==> src/include/lsp_params.svh <==
// constants of the led driver serial shift port
`ifndef LSP_PARAMS_SVH
`define LSP_PARAMS_SVH
`define LSP_SHIFT_BITS 257
`define LSP_FLAG_COUNT 5
`define LSP_REG_STATUS 8'h00
`define LSP_REG_MASK 8'h04
`define LSP_REG_CAPTURE 8'h08
`define LSP_REG_SHIFT_COUNT 8'h0C
`define LSP_REG_FLAGS 8'h10
`define LSP_EV_SHIFT 0
`define LSP_EV_LATCH 1
`define LSP_EV_FRAME 2
`define LSP_EV_WIDTH 3
`endif

==> src/include/lsp_pkg.sv <==
// types of the led driver serial shift port
package lsp_pkg;
    typedef logic [31:0] lsp_word_t;
    typedef logic [2:0] lsp_event_t;
endpackage : lsp_pkg

==> src/lsp_serial_port.sv <==
// led driver serial shift port with avalon register slave
`timescale 1ns/1ps
`include "lsp_params.svh"
module lsp_serial_port import lsp_pkg::*; #(
    parameter int SHIFT_BITS = `LSP_SHIFT_BITS
) (
    input wire logic mclk,
    input wire logic nrst,
    input wire logic shift_clk,
    input wire logic serial_in,
    input wire logic latch_pulse,
    input wire logic led_open_flag,
    input wire logic led_short_flag,
    input wire logic output_leakage_flag,
    input wire logic thermal_error_flag,
    input wire logic reference_pin_short_flag,
    output logic serial_out,
    output logic irq,
    input wire logic [7:0] avs_address,
    input wire logic avs_read,
    input wire logic avs_write,
    input wire logic [31:0] avs_writedata,
    input wire logic [3:0] avs_byteenable,
    output logic [31:0] avs_readdata,
    output logic avs_waitrequest
);
    // ****************************************
    // pin synchronisers
    // ****************************************
    // link clock runs far slower than mclk, so sampling it and finding edges is safe
    logic sclk_sync;
    logic sin_sync;
    logic lat_sync;
    logic [`LSP_FLAG_COUNT-1:0] flg_pins;
    logic [`LSP_FLAG_COUNT-1:0] flg_sync;
    logic sclk_prev_reg;
    logic lat_prev_reg;

    assign flg_pins = {reference_pin_short_flag, thermal_error_flag,
        output_leakage_flag, led_short_flag,
        led_open_flag};

    lsp_sync2 #(
        .WIDTH(1)
    ) u_sclk_sync (
        .mclk(mclk),
        .nrst(nrst),
        .d(shift_clk),
        .q(sclk_sync)
    );

    lsp_sync2 #(
        .WIDTH(1)
    ) u_sin_sync (
        .mclk(mclk),
        .nrst(nrst),
        .d(serial_in),
        .q(sin_sync)
    );

    lsp_sync2 #(
        .WIDTH(1)
    ) u_lat_sync (
        .mclk(mclk),
        .nrst(nrst),
        .d(latch_pulse),
        .q(lat_sync)
    );

    lsp_sync2 #(
        .WIDTH(`LSP_FLAG_COUNT)
    ) u_flg_sync (
        .mclk(mclk),
        .nrst(nrst),
        .d(flg_pins),
        .q(flg_sync)
    );

    always_ff @(posedge mclk or negedge nrst) begin
        if (!nrst) begin
            sclk_prev_reg <= 1'b0;
        end else begin
            sclk_prev_reg <= sclk_sync;
        end
    end

    always_ff @(posedge mclk or negedge nrst) begin
        if (!nrst) begin
            lat_prev_reg <= 1'b0;
        end else begin
            lat_prev_reg <= lat_sync;
        end
    end

    wire sclk_rise = sclk_sync & ~sclk_prev_reg;
    wire lat_rise = lat_sync & ~lat_prev_reg;

    // ****************************************
    // common shift register
    // ****************************************
    // serial input is sampled with the same two-stage delay as the clock, so
    // the bit taken is the one present at the shift clock edge
    logic [SHIFT_BITS-1:0] shift_reg;
    logic [SHIFT_BITS-1:0] shift_next;
    logic serial_out_reg;
    logic serial_out_next;

    wire [SHIFT_BITS-1:0] status_info_data = {{(SHIFT_BITS-`LSP_FLAG_COUNT){1'b0}}, flg_sync};
    wire [SHIFT_BITS-1:0] shifted = {shift_reg[SHIFT_BITS-2:0], sin_sync};

    always_comb begin
        shift_next = shift_reg;
        if (sclk_rise) begin
            shift_next = shifted;
        end else if (lat_rise) begin
            shift_next = status_info_data;
        end
    end

    assign serial_out_next = sclk_rise ? shift_reg[SHIFT_BITS-2] : serial_out_reg;

    always_ff @(posedge mclk or negedge nrst) begin
        if (!nrst) begin
            shift_reg <= '0;
        end else begin
            shift_reg <= shift_next;
        end
    end

    always_ff @(posedge mclk or negedge nrst) begin
        if (!nrst) begin
            serial_out_reg <= 1'b0;
        end else begin
            serial_out_reg <= serial_out_next;
        end
    end

    assign serial_out = serial_out_reg;

    // ****************************************
    // frame counter
    // ****************************************
    // shift count since last latch or full frame; reaching a full frame flags an event and restarts the count at zero
    logic [8:0] count_reg;
    logic [8:0] count_next;

    wire frame_done = sclk_rise && (count_reg == 9'(SHIFT_BITS - 1));

    always_comb begin
        count_next = count_reg;
        if (lat_rise) begin
            count_next = 9'h000;
        end else if (frame_done) begin
            count_next = 9'h000;
        end else if (sclk_rise) begin
            count_next = count_reg + 9'h001;
        end
    end

    always_ff @(posedge mclk or negedge nrst) begin
        if (!nrst) begin
            count_reg <= 9'h000;
        end else begin
            count_reg <= count_next;
        end
    end

    // ****************************************
    // register slave and interrupt
    // ****************************************
    logic [`LSP_EV_WIDTH-1:0] status_reg;
    logic [`LSP_EV_WIDTH-1:0] mask_reg;
    logic [`LSP_FLAG_COUNT-1:0] capture_reg;
    logic [31:0] rdata_reg;
    logic wait_reg;
    logic irq_reg;

    wire [`LSP_EV_WIDTH-1:0] ev_set = {frame_done, lat_rise, sclk_rise};
    wire req = (avs_read | avs_write) & wait_reg;
    wire rd_take = req & avs_read;

    wire wr_ok = avs_write & ~wait_reg;

    wire sel_status = avs_address == `LSP_REG_STATUS;
    wire sel_mask = avs_address == `LSP_REG_MASK;
    wire sel_capture = avs_address == `LSP_REG_CAPTURE;
    wire sel_count = avs_address == `LSP_REG_SHIFT_COUNT;
    wire sel_flags = avs_address == `LSP_REG_FLAGS;

    wire wr_status = wr_ok & sel_status & avs_byteenable[0];
    wire wr_mask = wr_ok & sel_mask & avs_byteenable[0];
    wire [`LSP_EV_WIDTH-1:0] status_clr = wr_status ? avs_writedata[2:0] : 3'h0;
    // set wins over a clear in the same cycle, so no event is lost
    wire [`LSP_EV_WIDTH-1:0] status_next = (status_reg & ~status_clr) | ev_set;

    wire [31:0] rd_status = {29'h0000_0000, status_reg};
    wire [31:0] rd_mask = {29'h0000_0000, mask_reg};
    wire [31:0] rd_capture = {27'h000_0000, capture_reg};
    wire [31:0] rd_count = {23'h00_0000, count_reg};
    wire [31:0] rd_flags = {27'h000_0000, flg_sync};

    wire [31:0] rd_mux =
        sel_status ? rd_status :
        sel_mask ? rd_mask :
        sel_capture ? rd_capture :
        sel_count ? rd_count :
        sel_flags ? rd_flags : 32'h0000_0000;

    // one wait cycle per access keeps read data registered
    always_ff @(posedge mclk or negedge nrst) begin
        if (!nrst) begin
            wait_reg <= 1'b1;
        end else begin
            wait_reg <= ~req;
        end
    end

    always_ff @(posedge mclk or negedge nrst) begin
        if (!nrst) begin
            rdata_reg <= 32'h0000_0000;
        end else begin
            if (rd_take) begin
                rdata_reg <= rd_mux;
            end
        end
    end

    always_ff @(posedge mclk or negedge nrst) begin
        if (!nrst) begin
            status_reg <= 3'h0;
        end else begin
            status_reg <= status_next;
        end
    end

    always_ff @(posedge mclk or negedge nrst) begin
        if (!nrst) begin
            mask_reg <= 3'h0;
        end else begin
            if (wr_mask) begin
                mask_reg <= avs_writedata[2:0];
            end
        end
    end

    always_ff @(posedge mclk or negedge nrst) begin
        if (!nrst) begin
            capture_reg <= 5'h00;
        end else begin
            if (lat_rise) begin
                capture_reg <= flg_sync;
            end
        end
    end

    // next status is used so the interrupt rises with the flag, not a cycle late
    always_ff @(posedge mclk or negedge nrst) begin
        if (!nrst) begin
            irq_reg <= 1'b0;
        end else begin
            irq_reg <= |(status_next & mask_reg);
        end
    end

    assign avs_readdata = rdata_reg;
    assign avs_waitrequest = wait_reg;
    assign irq = irq_reg;
endmodule : lsp_serial_port

// ****************************************
// two flip-flop synchroniser for pins from outside the mclk domain
// ****************************************
module lsp_sync2 #(
    parameter int WIDTH = 1
) (
    input wire logic mclk,
    input wire logic nrst,
    input wire logic [WIDTH-1:0] d,
    output logic [WIDTH-1:0] q
);

    logic [WIDTH-1:0] meta_reg;
    logic [WIDTH-1:0] sync_reg;

    // only the second stage is read, so a metastable first stage never spreads
    always_ff @(posedge mclk or negedge nrst) begin
        if (!nrst) begin
            meta_reg <= '0;
            sync_reg <= '0;
        end else begin
            meta_reg <= d;
            sync_reg <= meta_reg;
        end
    end

    assign q = sync_reg;
endmodule : lsp_sync2

==> config.mk <==
export PLATFORM = sky130hd
export DESIGN_NAME = lsp_serial_port
export DESIGN_NICKNAME = d
export VERILOG_FILES = /design/src/include/lsp_pkg.sv /design/src/lsp_serial_port.sv
export VERILOG_INCLUDE_DIRS = /design/src /design/src/include
export SDC_FILE = /design/constraint.sdc
export NUM_CORES = 1
export LEC_CHECK = 0
export BUFFER_PORTS_ARGS = -buffer_cell sky130_fd_sc_hd__buf_2
export CORE_MARGIN = 1
export CORE_UTILIZATION = 50
export CTS_CLUSTER_SIZE = 16
export DETAILED_ROUTE_END_ITERATION = 10
export PLACE_DENSITY_LB_ADDON = 0.12
export SLEW_MARGIN = 20
export SYNTH_ARGS = -nofsm -noshare
export SYNTH_HDL_FRONTEND = slang
export SYNTH_SLANG_ARGS = --single-unit
==> constraint.sdc <==
create_clock -name mclk -period 3.62 [get_ports mclk]
set_clock_uncertainty 0.1 [all_clocks]
set_input_delay 0.362 -clock mclk [delete_from_list [all_inputs] [get_ports mclk]]
set_output_delay 0.362 -clock mclk [all_outputs]
set_load 0.02 [all_outputs]
# After elaboration in Yosys (flattened, before gate mapping)
# Index checks and enable logic that the tools add are counted.
# op_classes
add_sub_neg,1
eq_ne,5
mux,11
bitwise,18
reduce_logical,5
# ops
operator,n
$mux 256,2
$mux 9,7
$eq 8x4->1 const B,2
$add 9x1->9 const B,1
$and 1x1->1,9
$eq 9x9->1 const B,1
$eq 8x3->1 const B,1
$eq 8x5->1 const B,1
$logic_not 8->1,1
$and 3x3->3,2
$mux 5,1
$not 1->1,4
$mux 3,1
$not 3->3,1
$or 3x3->3,1
$reduce_bool 3->1,1
$reduce_or 3->1,1
$reduce_bool 2->1,1
$logic_and 1x1->1,1
$or 1x1->1,1
# totals
ff_bits,329
in_bits,56
out_inout_bits,35

# Longest topological paths before layout
# Gate-level depths: netlist (run 1).
# logic_depth
depth_word,10
mapped_depth,6
ltp_nobuf,6

# Cells and area by module
# Synthesis (run 1) repeated with hierarchy kept, for this count alone.
# hier_totals
hier_cells,796
hier_area_um2,11265.8
# modules_own_cells
mod,n_inst,cells_each,area_per_inst_um2
lsp_serial_port,1,780,10865.4
lsp_sync2 (u_flg_sync),1,10,250.2
lsp_sync2 (u_lat_sync ...),3,2,50.0

# Least setup slack after synthesis (run 1)
# OpenSTA, ideal clock, no wires.
# synth_timing
path_type,input -> register
startpoint,input avs_address[1]
endpoint,register irq_reg (netlist: irq)
t_arrival_ns,1.463
required_ns,3.396
path_slack_ns,1.933
path_stages,4
path_buffers,0
cell_sequence,or4_4 -> o41ai_2 -> nand2_1 -> a211o_1
# synth_between
elab_chain_len,9
# synth_lines
item,line_no,rtl
from (decl),lsp_serial_port.sv:19,"input wire logic [7:0] avs_address,"
$logic_not 8->1 (no source line),-,
$and 1x1->1 (2 in a row),lsp_serial_port.sv:190,wire wr_status = wr_ok & sel_status & avs_byteenable[0];
$mux 3,lsp_serial_port.sv:192,wire [`LSP_EV_WIDTH-1:0] status_clr = wr_status ? avs_writedata[2:0] : 3'h0;
$not 3->3,lsp_serial_port.sv:194,wire [`LSP_EV_WIDTH-1:0] status_next = (status_reg & ~status_clr) | ev_set;
$and 3x3->3,lsp_serial_port.sv:194,
$or 3x3->3,lsp_serial_port.sv:194,
net status_next[2],lsp_serial_port.sv:194,
$and 3x3->3,lsp_serial_port.sv:261,irq_reg <= |(status_next & mask_reg);
$reduce_or 3->1,lsp_serial_port.sv:261,
to (signal assigned),lsp_serial_port.sv:261,
to (decl),lsp_serial_port.sv:176,logic irq_reg;
# The timed path passes the listed nets, and every way through them passes these cells.
# A chain may end at the register's enable or synchronous reset.

# Final worst setup path (run 1)
# layout_timing
startpoint,register u_lat_sync.sync_reg (netlist: u_lat_sync.q)
endpoint,register shift_reg[38]
# layout_between
elab_chain_len,2
# layout_lines
item,line_no,rtl
from (decl),lsp_serial_port.sv:283,logic [WIDTH-1:0] sync_reg;
from (signal assigned),lsp_serial_port.sv:292,sync_reg <= meta_reg;
$and 1x1->1,lsp_serial_port.sv:96,wire lat_rise = lat_sync & ~lat_prev_reg;
$reduce_bool 2->1 (no source line),-,
to (signal assigned),lsp_serial_port.sv:126,shift_reg <= shift_next;
to (decl),lsp_serial_port.sv:103,logic [SHIFT_BITS-1:0] shift_reg;
# Every way passes these cells.

==> results.cfg, run 1 <==
[detailed_routing]
viasPerCell = 5.82
drc = 0
drt_iter0_markers = 432
avgRoutedWirePerCell_um = 16.7
firstDrtPassIters = 4
totalWireLength_mm = 18.6
ant_nets = 0
vias = 6484

[cells_and_area]
nets = 868
diodes = 0
mostFrequentLayoutCell = dfrtp_1
fillCellCount = 1707
largest_reg_flops = 256
final_util_pct = 57.8
regArea_sq_um = 7660
syn_to_final_growth_pct = 13.1
drive_gt1_share_pct = 12.0
fin_area_sq_um = 12700
final_cells = 1114
multi_input_area_sq_um = 3170
layout_common_cells = dfrtp_1, a22o_1, buf_2

[sta]
fmax_ghz = 0.461
rsz0062_at_grt = no
hold_viol = 0
min_period_ps = 2170
slew_viol_final = 0
period_share_pct = 59.9
hold_ws_ps = 105
finalSetupTns_ps = 0
tightest_slew_ps = 1170
slew_headroom_pct = 22.1
setup-violations-final = 0

[power]
p_per_area_nw_per_um2 = 556
leakage_uw = 0.00619
ir_drop_uv = 346

[critical_path]
critical_path_class = reg -> reg
critPathLaunchType = register
critPathTopFamily = buffers and inverters
crit_fanout = 251
cp-end-kind = register
required_ps = 3980
crit_arrival_ps = 2520
crit_chain = nor2b_1 -> buf_4 -> nor2_4 -> buf_12 -> a22o_1
slowest_delay_ps = 590
slowest_stage = buf_12
path_buf_inv = 2

[logic_synthesis]
ys.flop_type = dfrtp_1
yosysSeqAreaShare_pct = 68.4
ys_ff_latch = 306
synthArstFlopShare_pct = 100
yosys.area.top_type = dfrtp_1
synth-edff-count = 0
synth_warnings = 0
synthTopCellsByArea = dfrtp_1, a22o_1, buf_4, buf_2, nand2_1
post_synth.cell_area_avg_sq_um = 14.2
postSynthCellCount = 786
synth_cell_types = 44
netlist.area_leader.share_pct = 68.1
syn_area_sq_um = 11200

[cts]
cts_buffer_depth = 3
clock_latency_ps = 540
numCtsBuffers = 30
cts_root_buf = clkbuf_16
postCtsSetupBuffers = 0
path_clk_slew_ps = 60
ctsHoldBuffers = 14
tritoncts = built
htree_levels = 1
cts_resized = 0
clock-sinks = 306

[floorplanning]
ios = 91
chipWidth_um = 152
rows = 54
fp.dieH_um = 152
dieArea_sq_um = 23000
start_util_pct = 51.2
core_area_sq_um = 21900

[job]
maxCapViolCount = 0

[hold_path]
worstHoldPathType = in -> reg

[placement]
io_buffers = 35
placedCellCount = 1044
placed_area_sq_um = 11500
detailed_place_hpwl_mm = 9.68
globalplace.congestion = 0.837

[global_routing]
grt_pass1_wl_mm = 31.1
grt_pass1_vias = 6318
grt_overflow = 0
grt_max_degree = 253
antenna_found_initial = 0
grt_use_total_pct = 16.4

[run_status]
status = completed
## worst reg2reg max path, cell delays in order (launching register included)
cell,delay (ps)
dfrtp_1,390
nor2b_1,130
buf_4,190
nor2_4,140
buf_12,590
a22o_1,540
## synthesized netlist by cell type, types with 3 or more instances
| master | instances |
|---|---|
| buf_2 | 30 |
| a21oi_1 | 3 |
| clkbuf_1 | 28 |
| dfrtp_1 | 305 |
| a21o_1 | 4 |
| nand2b_1 | 6 |
| a31oi_1 | 7 |
| xor2_1 | 6 |
| buf_1 | 3 |
| mux2_2 | 6 |
| o21ai_0 | 9 |
| a22oi_1 | 5 |
| nor2_1 | 15 |
| nor2b_1 | 4 |
| inv_1 | 5 |
| nand2_1 | 33 |
| nand3_1 | 4 |
| a2111oi_0 | 4 |
| o211ai_1 | 3 |
| a22o_1 | 255 |
| buf_4 | 23 |
## final timing paths
| check | start | end | slack (ps) | depth (start not counted) |
|---|---|---|---|---|
| min in group asynchronous | nrst | avs_readdata[6] | 240 | 2 |
| worst max register to register | u_lat_sync.q | shift_reg[38] | 1450 | 5 |
| worst min register to register | u_lat_sync.meta_reg | u_lat_sync.q | 260 | 0 |
| max in group asynchronous | nrst | shift_reg[99] | 2240 | 3 |
| worst min-delay path | avs_address[7] | status_reg[2] | 100 | 4 |
| worst max-delay path | u_lat_sync.q | shift_reg[38] | 1450 | 5 |
## cell families (layout without fill, tap and decap cells)
| logic type | count (synthesis) | in the layout | share of synthesized area [%] |
|---|---|---|---|
| flops | 306 | 306 | 68.4 |
| xor+xnor | 6 | 6 | 0.469 |
| other cells | 1 | 23 | 0.0335 |
| mux | 6 | 6 | 0.603 |
| fa+ha+maj | 2 | 2 | 0.223 |
| buf+inv | 90 | 116 | 4.21 |
| simple gates | 78 | 78 | 3.45 |
| compound gates | 297 | 297 | 22.6 |
## per-stage QoR
stage          setup WS [ps]  power, uW
6_report                1450       7040
5_1_grt                 1340       7310
4_1_cts                 1520       7130
3_5_place_dp            1550       3850
3_3_place_gp            1620       3840
2_1_floorplan           1930       3750
## area by class of cell
class / instances / share of cell area [%]
Clock inverter: 12 / 1.53
Multi-Input combinational cell: 412 / 25.0
Clock buffer: 44 / 6.75
Sequential cell: 306 / 60.5
Timing Repair Buffer: 55 / 3.32
Inverter: 5 / 0.148
Tap cell: 280 / 2.77
## power breakdown
| group | leakage (uW) | internal [uW] | switching (uW) |
|---|---|---|---|
| Combinational | 0.00150 | 71.1 | 245 |
| Sequential | 0.00419 | 3460 | 24.1 |
| Clock | 0.000506 | 1990 | 1250 |
## per-layer routing
metal | up-vias | track usage (%) | routed length, um
met5 | - | 0 | 0
met4 | 0 | 4.01 | 225
met3 | 21 | 2.93 | 795
met2 | 123 | 24.4 | 8310
met1 | 3370 | 25.1 | 9240
li1 | 2970 | - | -
No activity file was read; power rests on OpenSTA's default activity.
==> run 2: changes to the inputs <==
==> constraint.sdc (replaced) <==
create_clock -name mclk -period 2.1 [get_ports mclk]
set_clock_uncertainty 0.1 [all_clocks]
set_input_delay 0.21 -clock mclk [delete_from_list [all_inputs] [get_ports mclk]]
set_output_delay 0.21 -clock mclk [all_outputs]
set_load 0.02 [all_outputs]
==> run 2 against run 1 <==
- die area is the same
- setup slack lost 1200 ps
- critical path type unchanged
- wire length increased by 5.6%
- highest routed layer unchanged
==> results.cfg, run 2 (synthesis results as in run 1) <==
[cts]
htree_levels = 1
path_clk_slew_ps = 60
clock_latency_ps = 540
numCtsBuffers = 30
cts_root_buf = clkbuf_16
cts_buffer_depth = 3
postCtsSetupBuffers = 0
tritoncts = built
cts_resized = 0
clock-sinks = 306

[detailed_routing]
viasPerCell = 5.83
ant_nets = 0
firstDrtPassIters = 5
drt_iter0_markers = 290
vias = 6615
totalWireLength_mm = 19.6
avgRoutedWirePerCell_um = 17.3
drc = 0

[job]
maxCapViolCount = 0

[global_routing]
grt_pass1_vias = 6589
met1_usage_pct = 25.7
grt_pass1_wl_mm = 32.8
antenna_found_initial = 0
grt_overflow = 0
grt_max_degree = 101
use_met3_pct = 3.08
grt_use_total_pct = 17.5
top_usage_layer = met2
use_met2_pct = 26.9

[floorplanning]
rows = 54
start_util_pct = 51.2
fp.dieH_um = 152
dieArea_sq_um = 23000
core_area_sq_um = 21900
chipWidth_um = 152
ios = 91

[sta]
slew_viol_final = 0
period_share_pct = 89.4
rsz0062_at_grt = no
setup-violations-final = 0
finalSetupTns_ps = 0
slew_headroom_pct = 59.9
timing.final.ws_setup_ps = 222
hold_viol = 0
min_period_ps = 1880
fmax_ghz = 0.533
tightest_slew_ps = 596

[power]
p_per_area_nw_per_um2 = 935
p_total_uw = 12100
ir_drop_uv = 540
leakage_uw = 0.00633

[critical_path]
rr_endpoint = avs_readdata[7]
critPathLaunchType = register
critical_path_class = reg -> reg
cp-end-kind = register
worstSetupStartpoint = avs_waitrequest
crit_arrival_ps = 2250
required_ps = 2470
ff2ff_setup_slack_ps = 220
crit_end = avs_readdata[7]
crit_fanout = 16
r2r-start = avs_waitrequest
reg2regPathDepth = 3

[placement]
dp_slack_ps = 294
globalplace.congestion = 0.823
io_buffers = 35
detailed_place_hpwl_mm = 11.2
placedCellCount = 1062

[cells_and_area]
syn_to_final_growth_pct = 15.3
drive_gt1_share_pct = 14.6
diodes = 0
layout_common_cells = dfrtp_1, a22o_1, buf_2
multi_input_area_sq_um = 3170
fillCellCount = 1687
nets = 889
final_cells = 1135
regArea_sq_um = 7660
mostFrequentLayoutCell = dfrtp_1
final_util_pct = 59.0
largest_reg_flops = 256

[hold_path]
hp-start = avs_address[4]
worstHoldPathType = in -> reg

[run_status]
status = completed
[run 2: layout make-up]
cell class                 instances  share of cell area (%)
sequential                       306                    59.3
multi-input combinational        412                    24.5
clock buffer                      40                    6.73
timing repair buffer              76                    5.31
tap                              280                    2.71
clock inverter                    16                    1.26
inverter                           5                   0.145
[run 2: worst min-delay path by stage]
stage                            endpoint  cells after the start
after floorplan           avs_readdata[0]                      0
after global placement       count_reg[5]                      1
after detailed placement  avs_readdata[5]                      1
after CTS                   status_reg[2]                      4
after global routing        status_reg[2]                      4
final                       status_reg[2]                      4
[run 2: routing by layer]
layer	up-vias	wire [um]	part of all wire, %
met5	-	0	0
met4	0	302	1.5
met3	30	827	4.2
met2	141	8970	46
met1	3432	9500	48
li1	3012	-	-
[run 2: what timing repair did]
action	4_1_cts	5_1_grt
hold endpoints to repair	146	0
setup endpoints to repair	0	0
hold buffers	17	0
[run 2: per-stage QoR]
stage / hold slack [ps] / instance area [sq um]
2_1_floorplan: -186 / 11300
3_3_place_gp: 110 / 11700
3_5_place_dp: 125 / 11700
6_report: 41.2 / 12900
4_1_cts: 11.5 / 12900
5_1_grt: 54.2 / 12900
[run 2: power breakdown]
group | total, uW | internal, uW | switching, uW
clock network | 5460 | 3270 | 2190
registers | 6010 | 5960 | 43.5
logic | 611 | 176 | 435
total | 12100 | 9410 | 2670
[run 2: worst max-delay path: stages (launching register included)]
cell and delay [ps]:
dfstp_2 550, nand2_1 320, nor3_1 630, a22o_1 210
